===== src/design/adc_seq_regs.svh =====
// constants of the conversion sequencer serial port
`ifndef ADC_SEQ_REGS_SVH
`define ADC_SEQ_REGS_SVH
// ----------------------------------------------------------------------
// command byte fields
// ----------------------------------------------------------------------
`define CMD_FLAG_BIT   7
`define PTR_HI         6
`define PTR_LO         3
`define CC_HI          2
`define CC_LO          0
`define CC_GAIN_BIT    1
`define CC_NONE        3'h0
// ----------------------------------------------------------------------
// framing
// ----------------------------------------------------------------------
`define FLAG_BITS      8
`define WORD_BITS      24
`define BYTE_ALL_ONES  8'hff
`define FIRST_SETUP    4'h0
// ----------------------------------------------------------------------
// status byte of the 16-bit word
// ----------------------------------------------------------------------
`define ST_CI_HI       7
`define ST_CI_LO       6
`define ST_OVR         1
`define ST_OSC         0
// ----------------------------------------------------------------------
// saturation limits, 26-bit signed
// ----------------------------------------------------------------------
`define UNI24_HI       26'sh0ffffff
`define BIP24_HI       26'sh07fffff
`define BIP24_LO       26'sh3800000
`define UNI16_HI       26'sh000ffff
`define BIP16_HI       26'sh0007fff
`define BIP16_LO       26'sh3ff8000
`define UNI_LO         26'sh0000000
`endif


===== src/design/adc_seq_pkg.sv =====
// types shared by both ends of the sequencer serial port
package adc_seq_pkg;
  typedef logic [23:0] word_t;
  typedef enum logic [2:0] {p_cmd, p_wait, p_flag, p_data} port_state_t;
  typedef enum logic {h_idle, h_run} host_state_t;
endpackage : adc_seq_pkg


===== src/design/adc_link_if.sv =====
// three-wire serial link between host and converter
`timescale 1ns/10ps
`default_nettype none
interface adc_link_if;
  logic sclk;
  logic serial_in_line;
  logic serial_out_ready_line;
  modport dev (input sclk, input serial_in_line,
               output serial_out_ready_line);
  modport host (output sclk, output serial_in_line,
                input serial_out_ready_line);
endinterface : adc_link_if
`default_nettype wire


===== src/design/adc_seq_device.sv =====
// converter end: command decode, setup sequencer, result fifo
//
// Function
// - bits six to three point at setup
// - single shot: ready low, 32 clocks, command
// - first eight clocks clear ready flag
// - zero byte repeats same setup, stays data
// - ones byte exits after 24 more clocks
// - multi mode converts depth plus one setups
// - multi mode conversions ignore command pointer bits
// - multi mode follows programmed setup order
// - ready after last setup, results in order
// - single multi run returns to command
// - host reads fifo before background overwrite
// - ones byte exits after fifo emptied
// - calibration keeps command mode, ready at end
// - code 101 pointer 0101 offset-calibrates setup six
// - one offset and gain per channel
// - host programs configuration before setups
// - host reissues command per single conversion
// - null byte leaves command mode unchanged
// - fifo words leave msb first
// - 16-bit word ends in status byte
// - unipolar straight binary, bipolar two's complement
// - codes saturate at span limits
// - overrange flag on out-of-span input
// - channel indicator holds low two bits of converted channel
`timescale 1ns/10ps
`default_nettype none
`include "adc_seq_regs.svh"
module adc_seq_device
  import adc_seq_pkg::*;
#(
  parameter int unsigned fifo_words  = 16,
  parameter int unsigned channels    = 8,
  parameter bit          status_word = 1'b0
) (
  input  wire logic                    clk,
  input  wire logic                    rst,
  adc_link_if.dev                      link,
  input  wire logic                    multi_setup_select,
  input  wire logic                    loop_select,
  input  wire logic                    wait_for_read_select,
  input  wire logic [3:0]              sequence_depth,
  input  wire logic [15:0][2:0]        setup_channel,
  input  wire logic [15:0]             setup_bipolar,
  output logic                         conv_start,
  output logic [3:0]                   conv_setup,
  output logic [2:0]                   conv_channel,
  output logic                         conv_bipolar,
  input  wire logic                    conv_done,
  input  wire logic signed [25:0]      conv_raw,
  input  wire logic                    conv_osc,
  output logic                         cal_start,
  output logic [3:0]                   cal_setup,
  output logic [2:0]                   cal_code,
  output logic [2:0]                   cal_channel,
  input  wire logic                    cal_done,
  input  wire logic [23:0]             cal_value,
  output logic [channels-1:0][23:0]    channel_offset,
  output logic [channels-1:0][23:0]    channel_gain
);
  // --------------------------------------------------------------------
  // declarations
  // --------------------------------------------------------------------
  logic        sclk_s1, sclk_s2, sclk_s3, sdi_s1, sdi_s2;
  logic        rise;
  port_state_t state;
  logic [4:0]  bit_cnt;
  logic [4:0]  word_cnt;
  logic [4:0]  n_words;
  logic [7:0]  shift_in;
  logic [7:0]  byte_in;
  logic        loop_q, wait_q, exit_q;
  logic        go_q;
  logic [3:0]  go_ptr;
  logic [4:0]  go_cnt;
  logic        seq_run, seq_busy;
  logic [3:0]  seq_idx, seq_wr;
  logic [4:0]  seq_left;
  logic        fin, take, data_ready;
  logic        cal_busy, cal_flag;
  logic        ready_q;
  word_t       fifo [fifo_words];

  // --------------------------------------------------------------------
  // link input synchronisers
  // --------------------------------------------------------------------
  // the third sclk stage only feeds the edge detector
  always_ff @(posedge clk or posedge rst) begin
    if (rst) begin
      {sclk_s1, sclk_s2, sclk_s3} <= 3'h0;
      {sdi_s1, sdi_s2} <= 2'h0;
    end else begin
      sclk_s1 <= link.sclk;
      sclk_s2 <= sclk_s1;
      sclk_s3 <= sclk_s2;
      sdi_s1  <= link.serial_in_line;
      sdi_s2  <= sdi_s1;
    end
  end
  assign rise    = sclk_s2 & ~sclk_s3;
  assign byte_in = {shift_in[6:0], sdi_s2};

  // --------------------------------------------------------------------
  // result coding
  // --------------------------------------------------------------------
  function automatic word_t code_word(input logic signed [25:0] raw,
                                      input logic bip,
                                      input logic [2:0] ch,
                                      input logic osc);
    logic signed [25:0] hi, lo, v;
    logic [7:0]         st;
    hi = status_word ? (bip ? `BIP16_HI : `UNI16_HI)
                     : (bip ? `BIP24_HI : `UNI24_HI);
    lo = bip ? (status_word ? `BIP16_LO : `BIP24_LO) : `UNI_LO;
    v  = (raw > hi) ? hi : ((raw < lo) ? lo : raw);
    st = 8'h00;
    st[`ST_CI_HI:`ST_CI_LO] = ch[1:0];
    st[`ST_OVR] = (raw > hi) || (raw < lo);
    st[`ST_OSC] = osc;
    // low bits of the clamped value are straight or two's complement
    if (status_word)
      code_word = {v[15:0], st};
    else
      code_word = v[23:0];
  endfunction : code_word

  // --------------------------------------------------------------------
  // serial port state machine
  // --------------------------------------------------------------------
  always_ff @(posedge clk or posedge rst) begin
    if (rst) begin
      state    <= p_cmd;
      bit_cnt  <= 5'h00;
      word_cnt <= 5'h00;
      shift_in <= 8'h00;
      n_words  <= 5'h01;
      loop_q   <= 1'b0;
      wait_q   <= 1'b0;
      exit_q   <= 1'b0;
      go_q     <= 1'b0;
      go_ptr   <= `FIRST_SETUP;
      go_cnt   <= 5'h01;
      take     <= 1'b0;
    end else begin
      go_q <= 1'b0;
      take <= 1'b0;
      unique case (state)
        p_cmd: if (rise) begin
          shift_in <= byte_in;
          bit_cnt  <= bit_cnt + 5'h01;
          if (bit_cnt == 5'(`FLAG_BITS - 1)) begin
            bit_cnt <= 5'h00;
            // null and non-command bytes fall through here
            if (byte_in[`CMD_FLAG_BIT] && !cal_busy &&
                byte_in[`CC_HI:`CC_LO] == `CC_NONE) begin
              go_q   <= 1'b1;
              // pointer ignored, sequence from setup one
              go_ptr <= multi_setup_select ? `FIRST_SETUP
                        : byte_in[`PTR_HI:`PTR_LO];
              go_cnt <= multi_setup_select
                        ? 5'(sequence_depth) + 5'h01 : 5'h01;
              n_words <= multi_setup_select
                        ? 5'(sequence_depth) + 5'h01 : 5'h01;
              loop_q <= loop_select;
              wait_q <= wait_for_read_select;
              state  <= p_wait;
            end
          end
        end
        p_wait: if (data_ready) begin
          take    <= 1'b1;
          bit_cnt <= 5'h00;
          state   <= p_flag;
        end
        p_flag: if (rise) begin
          shift_in <= byte_in;
          bit_cnt  <= bit_cnt + 5'h01;
          if (bit_cnt == 5'(`FLAG_BITS - 1)) begin
            bit_cnt  <= 5'h00;
            word_cnt <= 5'h00;
            // anything but all ones keeps a loop going
            exit_q <= !loop_q || byte_in == `BYTE_ALL_ONES;
            // no-wait loops refill in the background
            if (loop_q && !wait_q && byte_in != `BYTE_ALL_ONES) begin
              go_q   <= 1'b1;
              go_ptr <= go_ptr;
              go_cnt <= n_words;
            end
            state <= p_data;
          end
        end
        p_data: if (rise) begin
          bit_cnt <= bit_cnt + 5'h01;
          if (bit_cnt == 5'(`WORD_BITS - 1)) begin
            bit_cnt  <= 5'h00;
            word_cnt <= word_cnt + 5'h01;
            if (word_cnt == n_words - 5'h01) begin
              // leave only once the whole set is out
              if (exit_q) begin
                state <= p_cmd;
              end else begin
                state <= p_wait;
                if (wait_q) begin
                  go_q   <= 1'b1;
                  go_cnt <= n_words;
                end
              end
            end
          end
        end
      endcase
    end
  end

  // --------------------------------------------------------------------
  // setup sequencer, drives the conversion engine
  // --------------------------------------------------------------------
  assign fin = seq_busy && conv_done && seq_left == 5'h01 && !go_q;
  always_ff @(posedge clk or posedge rst) begin
    if (rst) begin
      seq_run      <= 1'b0;
      seq_busy     <= 1'b0;
      seq_idx      <= `FIRST_SETUP;
      seq_wr       <= 4'h0;
      seq_left     <= 5'h00;
      conv_start   <= 1'b0;
      conv_setup   <= `FIRST_SETUP;
      conv_channel <= 3'h0;
      conv_bipolar <= 1'b0;
    end else begin
      conv_start <= 1'b0;
      if (go_q) begin
        seq_run  <= 1'b1;
        seq_busy <= 1'b0;
        seq_idx  <= go_ptr;
        seq_wr   <= 4'h0;
        seq_left <= go_cnt;
      end else if (seq_run && !seq_busy) begin
        conv_start   <= 1'b1;
        conv_setup   <= seq_idx;
        conv_channel <= setup_channel[seq_idx];
        conv_bipolar <= setup_bipolar[seq_idx];
        seq_busy     <= 1'b1;
      end else if (seq_busy && conv_done) begin
        seq_busy <= 1'b0;
        seq_idx  <= seq_idx + 4'h1;
        seq_wr   <= seq_wr + 4'h1;
        seq_left <= seq_left - 5'h01;
        if (seq_left == 5'h01)
          seq_run <= 1'b0;
      end
    end
  end

  // ready flag raised only after the last setup
  // a finish in the same cycle as the take wins
  always_ff @(posedge clk or posedge rst) begin
    if (rst)
      data_ready <= 1'b0;
    else if (fin)
      data_ready <= 1'b1;
    else if (take)
      data_ready <= 1'b0;
  end

  // --------------------------------------------------------------------
  // result fifo, one word per setup in conversion order
  // --------------------------------------------------------------------
  for (genvar i = 0; i < fifo_words; i++) begin : g_fifo
    always_ff @(posedge clk or posedge rst) begin
      if (rst)
        fifo[i] <= '0;
      else if (seq_busy && conv_done && !go_q && 32'(seq_wr) == i)
        fifo[i] <= code_word(conv_raw, conv_bipolar,
                             conv_channel, conv_osc);
    end
  end

  // --------------------------------------------------------------------
  // calibration, one offset and gain store per physical channel
  // --------------------------------------------------------------------
  always_ff @(posedge clk or posedge rst) begin
    if (rst) begin
      cal_start   <= 1'b0;
      cal_busy    <= 1'b0;
      cal_flag    <= 1'b0;
      cal_setup   <= `FIRST_SETUP;
      cal_code    <= `CC_NONE;
      cal_channel <= 3'h0;
    end else begin
      cal_start <= 1'b0;
      if (state == p_cmd && rise && bit_cnt == 5'(`FLAG_BITS - 1) &&
          byte_in[`CMD_FLAG_BIT] && !cal_busy &&
          byte_in[`CC_HI:`CC_LO] != `CC_NONE) begin
        cal_start   <= 1'b1;
        cal_busy    <= 1'b1;
        cal_setup   <= byte_in[`PTR_HI:`PTR_LO];
        cal_code    <= byte_in[`CC_HI:`CC_LO];
        cal_channel <= setup_channel[byte_in[`PTR_HI:`PTR_LO]];
      end
      if (cal_busy && cal_done) begin
        cal_busy <= 1'b0;
        cal_flag <= 1'b1;
      end else if (state == p_cmd && rise) begin
        cal_flag <= 1'b0;
      end
    end
  end

  // later calibrations of a channel replace earlier ones
  for (genvar c = 0; c < channels; c++) begin : g_cal
    always_ff @(posedge clk or posedge rst) begin
      if (rst) begin
        channel_offset[c] <= 24'h000000;
        channel_gain[c]   <= 24'h000000;
      end else if (cal_busy && cal_done && 32'(cal_channel) == c) begin
        if (cal_code[`CC_GAIN_BIT])
          channel_gain[c] <= cal_value;
        else
          channel_offset[c] <= cal_value;
      end
    end
  end

  // --------------------------------------------------------------------
  // ready / data line
  // --------------------------------------------------------------------
  always_ff @(posedge clk or posedge rst) begin
    if (rst)
      ready_q <= 1'b1;
    else
      unique case (state)
        p_cmd:  ready_q <= ~cal_flag;
        p_wait: ready_q <= 1'b1;
        p_flag: ready_q <= 1'b0;
        // msb first, one bit per clock
        p_data: ready_q <= fifo[word_cnt[3:0]][5'(`WORD_BITS - 1) - bit_cnt];
      endcase
  end
  assign link.serial_out_ready_line = ready_q;
endmodule : adc_seq_device
`default_nettype wire


===== src/flat_wrapper.sv =====
// flat-port wrapper written by rule: the top's interface ports become plain ports
module adc_seq_device_flat import adc_seq_pkg::*;
#(
  parameter int unsigned fifo_words  = 16,
  parameter int unsigned channels    = 8,
  parameter bit          status_word = 1'b0
)
  (clk, rst, multi_setup_select, loop_select, wait_for_read_select, sequence_depth, setup_channel, setup_bipolar, conv_start, conv_setup, conv_channel, conv_bipolar, conv_done, conv_raw, conv_osc, cal_start, cal_setup, cal_code, cal_channel, cal_done, cal_value, channel_offset, channel_gain, link_sclk, link_serial_in_line, link_serial_out_ready_line);
  adc_link_if link_i ();
  input  wire logic clk;
  input  wire logic rst;
  input  wire logic multi_setup_select;
  input  wire logic loop_select;
  input  wire logic wait_for_read_select;
  input  wire logic [3:0] sequence_depth;
  input  wire logic [15:0][2:0] setup_channel;
  input  wire logic [15:0] setup_bipolar;
  output logic conv_start;
  output logic [3:0] conv_setup;
  output logic [2:0] conv_channel;
  output logic conv_bipolar;
  input  wire logic conv_done;
  input  wire logic signed [25:0] conv_raw;
  input  wire logic conv_osc;
  output logic cal_start;
  output logic [3:0] cal_setup;
  output logic [2:0] cal_code;
  output logic [2:0] cal_channel;
  input  wire logic cal_done;
  input  wire logic [23:0] cal_value;
  output logic [channels-1:0][23:0] channel_offset;
  output logic [channels-1:0][23:0] channel_gain;
  input wire logic [$bits(link_i.sclk)-1:0] link_sclk;
  input wire logic [$bits(link_i.serial_in_line)-1:0] link_serial_in_line;
  output wire logic [$bits(link_i.serial_out_ready_line)-1:0] link_serial_out_ready_line;
  assign link_i.sclk = link_sclk;
  assign link_i.serial_in_line = link_serial_in_line;
  assign link_serial_out_ready_line = link_i.serial_out_ready_line;
  adc_seq_device #(.fifo_words(fifo_words), .channels(channels), .status_word(status_word)) u_core (.clk(clk), .rst(rst), .link(link_i), .multi_setup_select(multi_setup_select), .loop_select(loop_select), .wait_for_read_select(wait_for_read_select), .sequence_depth(sequence_depth), .setup_channel(setup_channel), .setup_bipolar(setup_bipolar), .conv_start(conv_start), .conv_setup(conv_setup), .conv_channel(conv_channel), .conv_bipolar(conv_bipolar), .conv_done(conv_done), .conv_raw(conv_raw), .conv_osc(conv_osc), .cal_start(cal_start), .cal_setup(cal_setup), .cal_code(cal_code), .cal_channel(cal_channel), .cal_done(cal_done), .cal_value(cal_value), .channel_offset(channel_offset), .channel_gain(channel_gain));
endmodule

===== config.mk =====
export PLATFORM = sky130hd
export DESIGN_NAME = adc_seq_device_flat
export DESIGN_NICKNAME = d
export VERILOG_FILES = /design/src/design/adc_seq_pkg.sv /design/src/design/adc_link_if.sv /design/src/design/adc_seq_device.sv /design/src/flat_wrapper.sv
export VERILOG_INCLUDE_DIRS = /design/src /design/src/design
export SDC_FILE = /design/constraint.sdc
export NUM_CORES = 2
export LEC_CHECK = 0
export CAP_MARGIN = 20
export CORE_UTILIZATION = 45
export DETAILED_ROUTE_END_ITERATION = 8
export DONT_BUFFER_PORTS = 1
export SYNTH_ARGS = -nofsm -noshare
export SYNTH_HDL_FRONTEND = slang
export SYNTH_SLANG_ARGS = --single-unit

===== constraint.sdc =====
create_clock -name clk -period 27.8 [get_ports clk]
set_input_delay 1.39 -clock clk [delete_from_list [all_inputs] [get_ports clk]]
set_output_delay 1.39 -clock clk [all_outputs]
set_load 0.05 [all_outputs]

After elaboration in Yosys (flattened, before gate mapping)
Index checks and enable logic that the tools add are counted.
{ "op_classes": {"add_sub_neg": 8, "muxes": 91, "reduce_logical": 85, "bitwise": 6, "n_eq_ne": 45, "magnitude_cmp": 6} }
{ "op_table": {"columns": ["cell", "count"], "rows": [
  ["two-way mux 24 bit", 5],
  ["two-way mux 5 bit", 24],
  ["binary-select mux 24 bit (select 4 bit)", 1],
  ["logical AND 1 bit", 39],
  ["AND reduction 2 bit", 19],
  ["two-way mux 3 bit", 11],
  ["== test 4 bit, second input constant", 8],
  ["two-way mux 1 bit", 32],
  ["case mux 5 bit (3 select lines)", 2],
  ["two-way mux 4 bit", 7],
  ["> comparator 26 x 25 -> 1 bit", 1],
  ["less-than comparator 26 bit", 1],
  ["two-way mux 26 bit", 1],
  ["inequality test 2 x 1 -> 1 bit, second input constant", 13],
  ["binary-select mux 3 bit (select 4 bit)", 2],
  ["== test 4 x 3 -> 1 bit, second input constant", 4],
  ["== test 3 x 2 -> 1 bit, second input constant", 4],
  ["== test 3 bit, second input constant", 4],
  ["case mux 3 bit (4 select lines)", 1],
  ["AND reduction 12 bit", 1],
  ["nonzero test 2 bit", 6],
  ["adder 5 x 1 -> 5 bit, second input constant", 2],
  ["less-than comparator 4 x 5 -> 1 bit, second input constant", 2],
  ["case mux 5 bit (2 select lines)", 1],
  ["33 further kinds", 50]
]} }
{ "word_totals": {"elab_cells": 307, "ff_bits": 851, "inputBits": 128} }

Longest topological paths before layout
{ "logic_depth": {"word_depth": 9, "depth_mapped": 12, "ltp_nobuf": 9} }

Worst setup path after synthesis
OpenSTA, ideal clock, no wires.
{ "synth_path": {"path_kind": "in2reg", "startpoint": "input conv_raw[23]", "endpoint": "register u_core.fifo[119] (netlist name)", "slack_ps": 24060, "cell_stages": 11, "required_time_ps": 27717, "setup_time_ps": 83, "path_buffers": 2, "arrival_ps": 3657, "path_cell_list": "inv_1 > ha_1 > nand4b_1 > or4_1 > o31ai_1 > a21oi_1 > clkbuf_1 > and2_0 > a211o_1 > clkbuf_1 > o21ai_0"} }
{ "synth_between": {"elab_chain_cells": 3, "elab_cells_between_ends": 4, "cone_classes": "order compare: 2; mux: 2"} }
{ "synth_lines": {"columns": ["element", "line_no", "rtl"], "rows": [
  ["start, declared", "flat_wrapper.sv:23", "input wire logic signed [25:0] conv_raw;"],
  ["less-than comparator 26 bit", "adc_seq_device.sv:117", "v = (raw > hi) ? hi : ((raw < lo) ? lo : raw);"],
  ["two-way mux 24 bit", "adc_seq_device.sv:117", null],
  ["two-way mux 24 bit (*)", "adc_seq_device.sv:117", null],
  ["end signal, assigned by index", "adc_seq_device.sv:276", "fifo[i] <= code_word(conv_raw, conv_bipolar,"],
  ["end, declared", "adc_seq_device.sv:84", "word_t fifo [fifo_words];"]
]} }
Mark *: on every way between the ends. The rest lies on a longest branch, timed or not.
A chain may end at the register's enable or synchronous reset.

Final worst setup path
{ "layout_path": {"startpoint": "register u_core.word_cnt[1]", "endpoint": "register u_core.ready_q (netlist: u_core.link.serial_out_ready_line)"} }
{ "layout_between": {"elab_chain_cells": 7} }
{ "layout_lines": {"columns": ["element", "line_no", "rtl"], "rows": [
  ["start, declared", "adc_seq_device.sv:70", "logic [4:0] word_cnt;"],
  ["start signal, assigned", "adc_seq_device.sv:198", "word_cnt <= word_cnt + 5'h01;"],
  ["inverter 4 -> 5 bit (not written as such)", "adc_seq_device.sv:339", "p_data: ready_q <= fifo[word_cnt[3:0]][5'(`WORD_BITS - 1) - bit_cnt];"],
  ["binary-select mux 24 bit (select 4 bit)", "adc_seq_device.sv:339", null],
  ["two-way mux 24 bit (not written as such) (2 in series)", "adc_seq_device.sv:339", null],
  ["binary-select mux 1 bit (select 5 bit)", "adc_seq_device.sv:339", null],
  ["two-way mux 1 bit", "adc_seq_device.sv:339", null],
  ["case mux 1 bit (4 select lines)", "adc_seq_device.sv:334", "unique case (state)"],
  ["end signal, assigned", "adc_seq_device.sv:335", "p_cmd: ready_q <= ~cal_flag;"],
  ["end signal, assigned", "adc_seq_device.sv:339", null],
  ["end, declared", "adc_seq_device.sv:83", "logic ready_q;"]
]} }
No other way between the ends. The select of a mux whose other input is x is not followed.

==> impl_metrics.csv <==
group,metric,value,unit
status,outcome,"complete, no violations",
placed_design,port_buffers,0,
power_and_ir_drop,p_sw_share,27.64,%
synth,synth.most_common_cell,"dfrtp_1",
synth,synth_xor_area_share,0.4876,%
clocking,clockBufferDepth,3,
routing,vias,23042,
clocking,cts.reportedPaths.clkPinSlew,0.06,ns
global_route,grt_pass1_wl,156900,µm
synth,async_flop_share,100.0,%
synth,synthMuxAreaShare,21.35,%
hold_path,holdCritStartpoint,"u_core.sdi_s1$_DFF_PP0_",
timing,holdWs,0.3526,ns
synth,yosysSeqAreaShare,59.21,%
worst_setup_path,worstPathCellList,"buf_4 -> buf_4 -> mux4_1 -> a22o_1 -> a211oi_1 -> a21oi_1 -> a22oi_2 -> or4b_1 -> o31a_1",
finish,drive_gt1_share,26.46,%
routing,via_per_inst,5.874,
synth,ys.flop_type,"dfrtp_1",
worst_setup_path,rr_endpoint,"u_core.link.serial_out_ready_line$_DFF_PP1_",
floorplanning,core,79000,µm²
clocking,insertion_delay,0.64,ns
floorplanning,start_util,45.48,%
hold_path,hp-class,"flip-flop to flip-flop",
hold_path,worstHoldEndpoint,"u_core.sdi_s2$_DFF_PP0_",
placed_design,gp_congestion,0.8200,
timing,tightest_slew,1.144,ns
finish,design_area,40280,µm²
global_route,antenna_found_initial,3,
worst_setup_path,start_kind,"flip-flop",
finish,post-route-util,50.98,%
timing,fin_crit_sh,16.80,%
global_route,grt_pass1_vias,24082,
synth,synthAdderAreaFrac,0.6965,%
synth,synth_cell_types,61,
power_and_ir_drop,power.share.clock,41.2,%
synth,yosys.area.top_type,"dfrtp_1",
power_and_ir_drop,power_frac_comb,11.9,%
synth,syn-num-nets,3023,
worst_setup_path,cpPeakStageDelay,0.85,ns
power_and_ir_drop,p_leak,18.60,nW
floorplanning,ios,533,
routing,drtPass1Iterations,5,
finish,fin_nets,2945,
finish,fillCellCount,6710,
routing,drtAntennaViolNets,0,
floorplanning,die_h,284.6,µm
power_and_ir_drop,switchingPower,839.4,µW
clocking,clock_sinks,850,
synth,syn_inst,2875,
power_and_ir_drop,p_int,2.197,mW
global_route,grt.total_usage,25.77,%
timing,slew_headroom,23.58,%
placed_design,dp_hpwl,68180,µm
finish,finalNonFillerCells,3923,
worst_setup_path,path_common_cell,"buf_4",
worst_setup_path,worst-r2r-cell-count,9,
timing,hold_viol,0,
power_and_ir_drop,powerDensity,75.39,nW/µm²
finish,register_area,21280,µm²
clocking,htree_levels,3,
routing,wl_per_cell,26.55,µm
clocking,cts_setup_buffers,0,
synth,synthSimpleGateAreaFrac,6.881,%
routing,drt-initial-drc-count,1746,
clocking,hold_buffers,0,
clocking,root_buffer,"clkbuf_16",
placed_design,placed_area,36780,µm²
synth,synth_warnings,0,
floorplanning,die_w,284.6,µm
worst_setup_path,worst-setup-path-type,"flip-flop to flip-flop",
routing,drcViolationCount,0,
timing,setup_violations,0,
worst_setup_path,r2r_start,"u_core.word_cnt[1]$_DFFE_PP0P_",
finish,syn_to_final_growth,12.11,%
synth,syn_area,35930,µm²
clocking,cts_buffers,91,
clocking,post_cts_resized,0,
synth,synth_common_cells,"dfrtp_1, nand2_1, mux2_2, o21ai_0, clkbuf_1",
timing,tns,0,ns
timing,fin_crit,4.670,ns
power_and_ir_drop,ir_drop,0.00005781,V
synth,synth_edf_count,0,
worst_setup_path,endpoint_kind,"flip-flop",
clocking,cts_tree,"built",
floorplanning,dieArea,80970,µm²
hold_path,holdPathStages,0,
worst_setup_path,arrival,5.20,ns
timing,maxSlewViolCount,0,
synth,syn_area_per_cell,12.50,µm²
synth,synth-seq-cells,850,
routing,drt-total-wl,104200,µm
timing,skew,0.03933,ns
power_and_ir_drop,power_frac_seq,47.0,%
timing,max_freq,214.1,MHz
flow_run,maxCapViolations,0,
worst_setup_path,required,28.33,ns
timing,rsz0062_at_grt,"false",
synth,synth_top_area_share,58.99,%
finish,multiInputGateArea,13740,µm²
worst_setup_path,cp_max_fo,55,
worst_setup_path,critPathSlowestCell,"buf_4",
synth,yosys-top-cells-area,"dfrtp_1, mux2_2, o21ai_0",
synth,synth_top_family_by_area,"multiplexers",
floorplanning,placementRows,103,
placed_design,dpl.cell_count,3733,
worst_setup_path,worst-r2r-setup-slack,23.13,ns
global_route,grt.overflow.total,0,
global_route,grt_max_degree,185,
synth,synth_compound_gate_area_share,8.536,%
[critical path: cells and delay by family (launching register included)]
kind                   cells  cell delay (ns)
AOI/OAI and AO/OA          5             1.32
muxes                      1             0.39
and+or+nand+nor            1             0.47
buffers and inverters      2             1.47
DFF                        1             0.82
[cell families after synthesis]
family | after synthesis
DFF | 850
muxes | 586
buffers and inverters | 250
and+or+nand+nor | 594
AOI/OAI and AO/OA | 555
adders and majority gates | 20
xor gates and xnor gates | 20
[layout by cell type (no fill, tap or decap), drive strengths merged, types with 4 or more instances in the layout]
cell type  instances
dfrtp            847
nand2            458
mux2             422
o21ai            421
clkbuf           134
mux4             100
mux2i             64
buf               61
a21oi             41
nor2              40
inv               21
ha                20
clkinv            20
nand2b            19
nand4             14
nand3             13
a211oi            13
nor3              12
a22o              12
xor2              11
o22ai             11
o221ai            11
xnor2              9
bufinv             9
a22oi              9
a221oi             8
a211o              8
nor4               7
and2               5
nor2b              4
nor3b              4
nand3b             4
a21o               4
[flip-flops by register name, summed over array words and instances, names as in the netlist, 5 cells and up]
register and cells:
u_core.bit_cnt 5, u_core.channel_gain 192, u_core.channel_offset 192, u_core.fifo 384, u_core.go_cnt 5, u_core.n_words 5, u_core.seq_left 5, u_core.shift_in 7
u_core.word_cnt 5
[per-stage QoR]
stage	worst slack [ns]	total power, mW
after floorplan	2.532	1.689
after global placement	23.07	1.784
after detailed placement	22.84	1.799
after CTS	23.17	3.047
after global routing	23.01	3.151
final	23.13	3.037
[worst max path at each step]
stage | from | end | slack [ns] | depth (start not counted)
floorplan | rst | u_core.bit_cnt[0]$_DFFE_PP0P_ | 2.53 | 1
global placement | rst | u_core.fifo[203]$_DFFE_PP0P_ | 23.07 | 4
detailed placement | rst | u_core.fifo[227]$_DFFE_PP0P_ | 22.84 | 4
CTS | u_core.word_cnt[1]$_DFFE_PP0P_ | u_core.link.serial_out_ready_line$_DFF_PP1_ | 23.17 | 9
global route | u_core.word_cnt[0]$_DFFE_PP0P_ | u_core.link.serial_out_ready_line$_DFF_PP1_ | 23.01 | 9
finish | u_core.word_cnt[1]$_DFFE_PP0P_ | u_core.link.serial_out_ready_line$_DFF_PP1_ | 23.13 | 9
[power groups by stage]
| stage | sequential, mW | combinational, mW | clock [mW] |
|---|---|---|---|
| final | 1.43 | 0.361 | 1.25 |
| after global routing | 1.44 | 0.395 | 1.32 |
| after CTS | 1.43 | 0.347 | 1.27 |
| after detailed placement | 1.45 | 0.345 | 0 |
| after global placement | 1.45 | 0.335 | 0 |
| after floorplan | 1.40 | 0.284 | 0 |
[layout make-up]
type	count	area share [%]
clock buffer	134	6.555
multi-input combinational	1775	34.12
sequential	850	52.84
antenna	1	0.006213
inverter	18	0.1864
clock inverter	34	1.196
tap	1050	3.262
timing repair buffer	61	1.839
[routing by layer]
metal  vias up  GRT usage, %  part of all wire (%)
li1       9975             -                     -
met1     11997         31.96                    39
met2       862         42.57                    50
met3       206         7.063                   8.1
met4         2         10.52                   3.6
met5         -             0                 0.012
Note: power is estimated with default switching activity, not from simulation.
